==> config.mk <==
export PLATFORM = sky130hd
export DESIGN_NAME = fos_controller_flat
export DESIGN_NICKNAME = d
export VERILOG_FILES = /design/src/logic/fos_pkg.sv /design/src/logic/fos_if.sv /design/src/logic/fos_controller.sv /design/src/flat_wrapper.sv
export SDC_FILE = /design/constraint.sdc
export NUM_CORES = 1
export LEC_CHECK = 0
export BUFFER_PORTS_ARGS = -buffer_cell sky130_fd_sc_hd__buf_2
export CAP_MARGIN = 40
export CORE_MARGIN = 5
export CORE_UTILIZATION = 28
export CTS_CLUSTER_SIZE = 16
export DETAILED_ROUTE_END_ITERATION = 10
export SLEW_MARGIN = 20
export SYNTH_ARGS = -nofsm -noshare
export SYNTH_HDL_FRONTEND = slang
export SYNTH_SLANG_ARGS = --single-unit
==> constraint.sdc <==
create_clock -name clock -period 2 [get_ports clock]
set_input_delay 0.4 -clock clock [delete_from_list [all_inputs] [get_ports clock]]
set_output_delay 0.4 -clock clock [all_outputs]
set_load 0.03 [all_outputs]
==> src/logic/fos_pkg.sv <==
// Shared constants and types for the operand register bank and its controller.
// Assumes both ends share one clock and a synchronous active-high reset.
package fos_pkg;
  localparam int unsigned DATA_W = 32;
  localparam int unsigned IDX_W = 2;
  localparam int unsigned REGS = 4;
  localparam int unsigned INSTR_W = 9;
  localparam int unsigned CNT_W = 4;
  // Multicycle division and square root operand read length, in cycles
  localparam logic [CNT_W-1:0] MC_CYCLES = 4'h8;
  localparam logic [CNT_W-1:0] CNT_ONE = 4'h1;
  localparam logic [CNT_W-1:0] CNT_ZERO = 4'h0;
  // Instruction field bit that selects single precision on the ALU
  localparam int unsigned ALU_FMT_BIT = 8;
  // Opcode part of the instruction field and the two multicycle opcodes
  localparam int unsigned OPC_HI = 7;
  localparam int unsigned OPC_LO = 0;
  localparam logic [7:0] OPC_DIVIDE = 8'h40;
  localparam logic [7:0] OPC_SQRT = 8'h41;
  localparam logic [DATA_W-1:0] DATA_ZERO = 32'h0000_0000;
  localparam logic [IDX_W-1:0] IDX_ZERO = 2'h0;
  localparam logic [INSTR_W-1:0] INSTR_ZERO = 9'h000;

  typedef logic [DATA_W-1:0] fos_word_t;
  typedef logic [IDX_W-1:0] fos_idx_t;
  typedef logic [INSTR_W-1:0] fos_instr_t;
  typedef logic [REGS-1:0][DATA_W-1:0] fos_bank_t;

  // Select code 10 -> reg 0, 11 -> 1, 00 -> 2, 01 -> 3
  function automatic fos_idx_t fos_sel_to_idx(input logic high, input logic low);
    fos_sel_to_idx = {~high, low};
  endfunction

  // Inverse mapping, used by the controller to drive the select pins
  function automatic logic [1:0] fos_idx_to_sel(input fos_idx_t idx);
    fos_idx_to_sel = {~idx[1], idx[0]};
  endfunction

  function automatic logic fos_is_multicycle(input fos_instr_t instr);
    fos_is_multicycle = (instr[OPC_HI:OPC_LO] == OPC_DIVIDE) ||
                        (instr[OPC_HI:OPC_LO] == OPC_SQRT);
  endfunction

  function automatic logic fos_is_sqrt(input fos_instr_t instr);
    fos_is_sqrt = (instr[OPC_HI:OPC_LO] == OPC_SQRT);
  endfunction
endpackage
==> src/logic/fos_if.sv <==
// Control and data pins between the external controller and the operand bank.
// Assumes both ends run on the same clock; all signals are plain levels.
interface fos_if;
  import fos_pkg::*;
  logic a_bank_select_low;
  logic a_bank_select_high;
  logic b_bank_select_low;
  logic b_bank_select_high;
  logic single_precision_select;
  fos_instr_t alu_instruction_field;
  logic op_start;
  logic op_unit_alu;
  logic load_a_en;
  fos_idx_t load_a_idx;
  fos_word_t load_a_data;
  logic load_b_en;
  fos_idx_t load_b_idx;
  fos_word_t load_b_data;
  logic mc_busy;

  modport dev (
    input a_bank_select_low, a_bank_select_high, b_bank_select_low, b_bank_select_high,
    input single_precision_select, alu_instruction_field, op_start, op_unit_alu,
    input load_a_en, load_a_idx, load_a_data, load_b_en, load_b_idx, load_b_data,
    output mc_busy
  );
  modport ctl (
    output a_bank_select_low, a_bank_select_high, b_bank_select_low, b_bank_select_high,
    output single_precision_select, alu_instruction_field, op_start, op_unit_alu,
    output load_a_en, load_a_idx, load_a_data, load_b_en, load_b_idx, load_b_data,
    input mc_busy
  );
endinterface

==> src/logic/fos_controller.sv <==
// Controller end: turns user requests into registered control and load pins.
// Assumes user requests come from logic on the same clock.
module fos_controller
  import fos_pkg::*;
(
  input wire logic clock,
  input wire logic reset,
  fos_if.ctl pins,
  input wire logic user_op_valid,
  input wire logic user_op_alu,
  input wire fos_pkg::fos_instr_t user_instr,
  input wire logic user_single,
  input wire fos_pkg::fos_idx_t user_a_idx,
  input wire fos_pkg::fos_idx_t user_b_idx,
  input wire logic user_load_valid,
  input wire logic user_load_bank_b,
  input wire fos_pkg::fos_idx_t user_load_idx,
  input wire fos_pkg::fos_word_t user_load_data,
  output logic user_ready
);
  import fos_pkg::*;

  typedef struct packed {
    logic [1:0] a_sel;
    logic [1:0] b_sel;
    logic sp;
    fos_instr_t instr;
    logic start;
    logic unit_alu;
    logic la_en;
    fos_idx_t la_idx;
    fos_word_t la_data;
    logic lb_en;
    fos_idx_t lb_idx;
    fos_word_t lb_data;
    logic lock;
    logic lock_a_on;
    fos_idx_t lock_a;
    fos_idx_t lock_b;
    logic [CNT_W-1:0] cnt;
  } fos_ctl_state_t;

  fos_ctl_state_t state_q;
  fos_ctl_state_t state_d;

  always_comb begin
    logic hit;
    state_d = state_q;
    hit = 1'b0;
    state_d.start = 1'b0;
    state_d.la_en = 1'b0;
    state_d.lb_en = 1'b0;
    if (state_q.lock) begin
      state_d.cnt = state_q.cnt - CNT_ONE;
      if (state_q.cnt == CNT_ONE) begin
        state_d.lock = 1'b0;
      end
    end else if (user_op_valid) begin
      // Selects then stay put for a multicycle operation
      state_d.a_sel = fos_idx_to_sel(user_a_idx); // see RQ10
      state_d.b_sel = fos_idx_to_sel(user_b_idx);
      state_d.sp = user_single;
      state_d.instr = user_instr;
      state_d.unit_alu = user_op_alu;
      state_d.start = 1'b1;
      if (user_op_alu && fos_is_multicycle(user_instr)) begin
        // Square root uses only a B register; dividend any A
        state_d.lock = 1'b1; // see RQ9 RQ10
        state_d.lock_a_on = ~fos_is_sqrt(user_instr);
        state_d.lock_a = user_a_idx;
        state_d.lock_b = user_b_idx;
        state_d.cnt = MC_CYCLES;
      end
    end
    if (user_load_valid && state_q.lock) begin
      // Registers held by a multicycle operation are never loaded
      hit = user_load_bank_b ? (user_load_idx == state_q.lock_b) : // see RQ5 RQ7
            (state_q.lock_a_on && (user_load_idx == state_q.lock_a));
    end
    if (user_load_valid && !hit) begin
      if (user_load_bank_b) begin
        state_d.lb_en = 1'b1;
        state_d.lb_idx = user_load_idx;
        state_d.lb_data = user_load_data;
      end else begin
        state_d.la_en = 1'b1;
        state_d.la_idx = user_load_idx;
        state_d.la_data = user_load_data;
      end
    end
  end

  always_ff @(posedge clock) begin
    if (reset) begin
      state_q <= '0;
      user_ready <= 1'b0;
    end else begin
      state_q <= state_d;
      user_ready <= ~state_d.lock;
    end
  end

  assign pins.a_bank_select_high = state_q.a_sel[1];
  assign pins.a_bank_select_low = state_q.a_sel[0];
  assign pins.b_bank_select_high = state_q.b_sel[1];
  assign pins.b_bank_select_low = state_q.b_sel[0];
  assign pins.single_precision_select = state_q.sp;
  assign pins.alu_instruction_field = state_q.instr;
  assign pins.op_start = state_q.start;
  assign pins.op_unit_alu = state_q.unit_alu;
  assign pins.load_a_en = state_q.la_en;
  assign pins.load_a_idx = state_q.la_idx;
  assign pins.load_a_data = state_q.la_data;
  assign pins.load_b_en = state_q.lb_en;
  assign pins.load_b_idx = state_q.lb_idx;
  assign pins.load_b_data = state_q.lb_data;
endmodule

==> src/flat_wrapper.sv <==
// flat-port wrapper written by rule: the top's interface ports become plain ports
module fos_controller_flat import fos_pkg::*;
  (clock, reset, user_op_valid, user_op_alu, user_instr, user_single, user_a_idx, user_b_idx, user_load_valid, user_load_bank_b, user_load_idx, user_load_data, user_ready, pins_a_bank_select_low, pins_a_bank_select_high, pins_b_bank_select_low, pins_b_bank_select_high, pins_single_precision_select, pins_alu_instruction_field, pins_op_start, pins_op_unit_alu, pins_load_a_en, pins_load_a_idx, pins_load_a_data, pins_load_b_en, pins_load_b_idx, pins_load_b_data, pins_mc_busy);
  fos_if pins_i ();
  input wire logic clock;
  input wire logic reset;
  input wire logic user_op_valid;
  input wire logic user_op_alu;
  input wire fos_pkg::fos_instr_t user_instr;
  input wire logic user_single;
  input wire fos_pkg::fos_idx_t user_a_idx;
  input wire fos_pkg::fos_idx_t user_b_idx;
  input wire logic user_load_valid;
  input wire logic user_load_bank_b;
  input wire fos_pkg::fos_idx_t user_load_idx;
  input wire fos_pkg::fos_word_t user_load_data;
  output logic user_ready;
  output wire logic [$bits(pins_i.a_bank_select_low)-1:0] pins_a_bank_select_low;
  output wire logic [$bits(pins_i.a_bank_select_high)-1:0] pins_a_bank_select_high;
  output wire logic [$bits(pins_i.b_bank_select_low)-1:0] pins_b_bank_select_low;
  output wire logic [$bits(pins_i.b_bank_select_high)-1:0] pins_b_bank_select_high;
  output wire logic [$bits(pins_i.single_precision_select)-1:0] pins_single_precision_select;
  output wire logic [$bits(pins_i.alu_instruction_field)-1:0] pins_alu_instruction_field;
  output wire logic [$bits(pins_i.op_start)-1:0] pins_op_start;
  output wire logic [$bits(pins_i.op_unit_alu)-1:0] pins_op_unit_alu;
  output wire logic [$bits(pins_i.load_a_en)-1:0] pins_load_a_en;
  output wire logic [$bits(pins_i.load_a_idx)-1:0] pins_load_a_idx;
  output wire logic [$bits(pins_i.load_a_data)-1:0] pins_load_a_data;
  output wire logic [$bits(pins_i.load_b_en)-1:0] pins_load_b_en;
  output wire logic [$bits(pins_i.load_b_idx)-1:0] pins_load_b_idx;
  output wire logic [$bits(pins_i.load_b_data)-1:0] pins_load_b_data;
  input wire logic [$bits(pins_i.mc_busy)-1:0] pins_mc_busy;
  assign pins_a_bank_select_low = pins_i.a_bank_select_low;
  assign pins_a_bank_select_high = pins_i.a_bank_select_high;
  assign pins_b_bank_select_low = pins_i.b_bank_select_low;
  assign pins_b_bank_select_high = pins_i.b_bank_select_high;
  assign pins_single_precision_select = pins_i.single_precision_select;
  assign pins_alu_instruction_field = pins_i.alu_instruction_field;
  assign pins_op_start = pins_i.op_start;
  assign pins_op_unit_alu = pins_i.op_unit_alu;
  assign pins_load_a_en = pins_i.load_a_en;
  assign pins_load_a_idx = pins_i.load_a_idx;
  assign pins_load_a_data = pins_i.load_a_data;
  assign pins_load_b_en = pins_i.load_b_en;
  assign pins_load_b_idx = pins_i.load_b_idx;
  assign pins_load_b_data = pins_i.load_b_data;
  assign pins_i.mc_busy = pins_mc_busy;
  fos_controller u_core (.clock(clock), .reset(reset), .pins(pins_i), .user_op_valid(user_op_valid), .user_op_alu(user_op_alu), .user_instr(user_instr), .user_single(user_single), .user_a_idx(user_a_idx), .user_b_idx(user_b_idx), .user_load_valid(user_load_valid), .user_load_bank_b(user_load_bank_b), .user_load_idx(user_load_idx), .user_load_data(user_load_data), .user_ready(user_ready));
endmodule
* Word-level counts from Yosys, hierarchy flattened
Cells that the tools add are included.
** Word-level totals
- Bits in registers :: 97
- Bits of input ports :: 55
** Operators by class
- Add/subtract/negate cells :: 1
- Eq/ne operators :: 5
- Multiplexer cells :: 10
- Bitwise gates (word level) :: 7
- Reductions and logical operators :: 15
** Operators by type and width (number)
- 35-bit 2-to-1 mux :: 2
- 10-bit 2-to-1 mux :: 2
- 8-bit by 7-bit == test with 1-bit output, second input constant :: 2
- 2-bit AND reduction :: 4
- 1-bit inverter :: 7
- 2-bit == test :: 2
- 4-bit by 1-bit == test with 1-bit output, second input constant :: 1
- 1-bit logical AND :: 4
- 1-bit 2-to-1 mux :: 4
- 4-bit 2-to-1 mux :: 1
- 2-bit nonzero test :: 2
- 2-bit OR reduction :: 2
- 4-bit by 1-bit subtractor with 4-bit output, second input constant :: 1
- 3-bit AND reduction :: 1
- 2-bit 2-to-1 mux :: 1
- 1-bit zero test :: 1
- 1-bit logical OR :: 1

* Longest topological paths before layout
- Word-level depth :: 8
- Gate-level depth with buffers :: 6
- Depth with buffers taken out :: 4

* Worst setup path before layout
No wires, ideal clock.
- Path type :: input to register
- Start :: in user_instr[1]
- End :: reg u_core.state_q[8] (netlist bit)
- Arrival time :: 1.549 ns
- Slack :: 0.381 ns
- Cell stages on the path :: 4
- Cell sequence :: or4b_1 -> buf_2 -> or4_1 -> a21oi_1
** Between the ends
- Longest elaborated chain between the ends :: 4
- Elaborated cells on any way between the ends :: 6
- Those cells by class :: eq/ne (2); bitwise (1); reduce/logical (3)
** Ends and longest elaborated chain
- from (decl) :: RTL line flat_wrapper.sv:9 : input wire fos_pkg::fos_instr_t user_instr;
- 8-bit by 7-bit == test with 1-bit output (on tied branches) :: RTL line fos_pkg.sv:40, fos_pkg.sv:41, fos_pkg.sv:45
- 1-bit logical OR :: RTL line fos_pkg.sv:40 : fos_is_multicycle = (instr[OPC_HI:OPC_LO] == OPC_DIVIDE) ||
- 1-bit logical AND :: RTL line fos_controller.sv:66 : if (user_op_alu && fos_is_multicycle(user_instr)) begin
- 3-bit AND reduction (no line)
- to (signal assigned) :: RTL line fos_controller.sv:98 : state_q <= state_d;
- to (decl) :: RTL line fos_controller.sv:43 : fos_ctl_state_t state_q;
Parallel ways exist; a longest one is shown, timed or not.
A chain may end at the register's enable or synchronous reset.

* Worst setup path after layout
- Start :: reg u_core.state_q[9] (netlist bit)
- End :: reg u_core.state_q, in the netlist u_core.pins.load_a_data[14]
** Between the ends
- Longest elaborated chain between the ends :: 5
** Ends and longest elaborated chain
- 1-bit logical AND :: RTL line fos_controller.sv:75 : if (user_load_valid && state_q.lock) begin
- 1-bit 2-to-1 mux :: RTL line fos_controller.sv:75
- 1-bit zero test :: RTL line fos_controller.sv:80 : if (user_load_valid && !hit) begin
- 1-bit logical AND :: RTL line fos_controller.sv:80
- 2-bit AND reduction (no line)
Every way passes these cells.

==> impl_metrics.py <==
metrics = {
    "drt": {
        "first_pass_iters": 4,
        "antenna_violating_nets_post_route": 0,
        "vias_per_cell": 4.49,
        "route.final.wire_length_um": 10000,
        "vias": 3265,
        "drt-wirelength-per-cell_um": 13.8,
        "drt_iter0_markers": 76,
        "remaining_drc_errors": 0,
    },
    "floorplanning": {
        "boundaryPins": 142,
        "design.core.area_um2": 15200,
        "floorplan.die.width_um": 134,
        "initial_utilization": 0.285,
        "floorplan.die_area_um2": 18000,
        "die_height_um": 134,
        "fp-row-count": 45,
    },
    "grt": {
        "grt_max_degree": 107,
        "groute.usage.overall": 0.109,
        "global_route.peak_usage_layer": "met2",
        "antenna_found_initial": 0,
        "grt_use_met2": 0.178,
        "grt_util_met1": 0.135,
        "globalRouteOverflowTotal": 0,
        "groute.layer.met3.usage": 0.0394,
        "vias_in_the_first_global_route": 3272,
        "global_route_wire_length_before_repair_um": 16000,
    },
    "critical_path": {
        "arrival_ns": 1.88,
        "timing.critical_path.slowest_cell_delay_ns": 0.53,
        "critical-path-slowest-cell": "sky130_fd_sc_hd__o311a_2",
        "startpoint_to_endpoint_class_of_the_critical_path": "reg -> reg",
        "start_kind": "register",
        "required_ns": 2.22,
        "cp-end-kind": "register",
        "r2r_cells": 4,
        "timing.critical_path.cells": "nand2_1 -> o311a_2 -> buf_12 -> mux2i_1",
        "critical_path.max_fanout": 18,
    },
    "sta": {
        "final.min_clock_period_ns": 1.66,
        "rsz0062_at_grt": "no",
        "finalWorstSetupSlack_ns": 0.344,
        "slew_headroom": 0.569,
        "worst_slew_pin_slew_ns": 0.637,
        "final-setup-viol-count": 0,
        "hold_ws_ns": 0.265,
        "report.final.hold_viol_count": 0,
        "slew_viol_final": 0,
        "fin_worst_skew_ns": 0.00767,
        "final_min_period_over_clock_period": 0.828,
        "clock.fmax_mhz": 604,
        "setup-tns-final_ns": 0,
    },
    "placed_design": {
        "number_of_cells_after_detailed_placement": 710,
        "dp_worst_setup_slack_ns": -0.0610,
        "hpwlAfterDp_um": 7190,
        "dpl-instance-area_um2": 4690,
        "numPortBuffers": 140,
        "finalWeightedCongestion": 0.750,
    },
    "finish": {
        "final_area_um2": 5010,
        "nets": 591,
        "register_area_um2": 1940,
        "final.fill_count": 1590,
        "multi_input_comb_area_um2": 1690,
        "fin_util": 0.330,
        "final_cells": 727,
        "insertedDiodeCount": 0,
        "drive_gt1_frac": 0.325,
        "syn_to_final_growth_pct": 15.9,
    },
    "power_and_ir_drop": {
        "power_mw": 4.42,
        "internal_dissipation_mw": 3.23,
        "combPwrFrac": 0.138,
        "clock_power_share": 0.394,
        "relative_contribution_of_sequential_cells_to_total_power": 0.467,
        "p_leak_nw": 2.39,
        "p_sw_mw": 1.19,
        "power_switching_share": 0.269,
        "vdd_drop_max_mv": 0.356,
        "pwr_density_cell_nw_per_um2": 883,
    },
    "min_path": {
        "worstHoldPathCells": 2,
        "timing.hold.worst.class": "in -> reg",
    },
    "yosys": {
        "syn-mean-instance-area_um2": 9.07,
        "most_instantiated_library_cell_after_synthesis": "sky130_fd_sc_hd__nand2_1",
        "synth-edff-count": 0,
        "postSynthRegisterBits": 97,
        "yosysTopAreaCell": "sky130_fd_sc_hd__dfxtp_1",
        "synth_async_sr_flop_share": 0,
        "ys_warn_count": 0,
        "synth.cell_area_um2": 4330,
        "ys_types": 40,
        "mappedNetlistNets": 534,
        "yosysTopAreaCellShare": 0.449,
        "postSynthCellCount": 477,
        "yosys-top-cells-area": "sky130_fd_sc_hd__dfxtp_1 45%, sky130_fd_sc_hd__mux2i_1 16%, sky130_fd_sc_hd__buf_4 14%",
        "netlist_top_cells_count": "130 x sky130_fd_sc_hd__nand2_1, 97 x sky130_fd_sc_hd__dfxtp_1, 79 x sky130_fd_sc_hd__buf_4, 68 x sky130_fd_sc_hd__mux2i_1, 20 x sky130_fd_sc_hd__a21oi_1",
        "yosys_most_used_dff": "sky130_fd_sc_hd__dfxtp_1",
        "share_of_synthesized_area_occupied_by_flip_flops_and_latches": 0.449,
    },
    "clocking": {
        "cts-resized-gates": 0,
        "clock_tree.buffer_depth": 2,
        "tritoncts.num_buffers": 9,
        "cts_clock_pin_slew_for_the_worst_setup_and_hold_paths_ns": 0.07,
        "cts_hold_repair.buffers": 0,
        "cts_setup_buffers": 0,
        "cts_tree": "built",
        "worstSkewPairLatency_ns": 0.34,
        "clock_tree.htree_level_count": 3,
        "clkSinkCount": 97,
        "clock-root-buffer": "sky130_fd_sc_hd__clkbuf_16",
    },
    "job": {
        "max_cap_viols": 0,
    },
    "run_status": {
        "status": "completed",
    },
}
-- critical path, delay by kind of cell (launching register included) --
kind            cells  cell delay, ns
simple gates        1            0.17
flops               1            0.47
mux                 1            0.13
compound gates      1            0.53
buf+inv             1            0.21
-- worst paths after layout --
| check | slack [ns] | from | end |
|---|---|---|---|
| max | 0.34 | u_core.state_q[9] | u_core.pins.load_a_data[14] |
| min | 0.26 | user_load_bank_b | u_core.pins.load_a_en |
| min reg2reg | 0.45 | u_core.pins.load_a_data[7] | u_core.pins.load_a_data[7] |
| max reg2reg | 0.34 | u_core.state_q[9] | u_core.pins.load_a_data[14] |
-- cells by family (layout without fill, tap and decap cells) --
| group | after synthesis | count (layout) | share of synthesized area |
|---|---|---|---|
| multiplexers | 68 | 68 | 0.157 |
| adder cells (fa/ha/maj) | 2 | 2 | 0.00578 |
| XOR/XNOR | 4 | 4 | 0.00810 |
| buffers and inverters | 110 | 172 | 0.167 |
| AND/OR/NAND/NOR | 157 | 157 | 0.155 |
| flip-flops | 97 | 97 | 0.449 |
| AO/OA/AOI/OAI | 39 | 39 | 0.0573 |
-- per-layer routing --
layer / vias up / part of all wire
met3: 11 / 0.073
met2: 96 / 0.47
met4: 0 / 0.014
li1: 1616 / -
met5: - / 0
met1: 1542 / 0.45
-- power by group through the flow --
stage / Sequential [mW] / Combinational [mW] / Clock [mW]
2_1_floorplan: 2.12 / 0.488 / 0
3_3_place_gp: 2.11 / 0.603 / 0
3_5_place_dp: 2.11 / 0.617 / 0
4_1_cts: 2.07 / 0.618 / 1.83
5_1_grt: 2.08 / 0.661 / 1.90
6_report: 2.07 / 0.612 / 1.74
-- flip-flops by register name, indices dropped and copies added, names as in the netlist, 2 cells and up --
register and cells:
u_core.pins.load_a_data 32, u_core.pins.load_b_data 32, u_core.state_q 10, u_core.pins.alu_instruction_field 9
u_core.pins.load_a_idx 2, u_core.pins.load_b_idx 2
-- placed cells by master, fill, tap and decap left out, drive strengths merged, types with 2 or more instances in the layout --
master  synthesis  final
buf            87    152
nand2         130    130
dfxtp          97     97
mux2i          68     68
a21oi          20     20
clkbuf         18     10
o31ai           7      7
nor2            4      4
nand4           4      4
inv             4      4
clkinv          0      4
nor4b           3      3
nor3            3      3
a31oi           3      3
xor2            2      2
nand2b          2      2
a31o            2      2
xnor2           2      2
a211oi          2      2
ha              2      2
-- area by class of cell --
type	count	share of cell area
Clock inverter	6	0.0130
Multi-Input combinational cell	270	0.336
Clock buffer	10	0.0477
Inverter	4	0.00325
Timing Repair Buffer	152	0.165
Tap cell	188	0.0469
Sequential cell	97	0.388
Note: power is estimated with default switching activity, not from simulation.
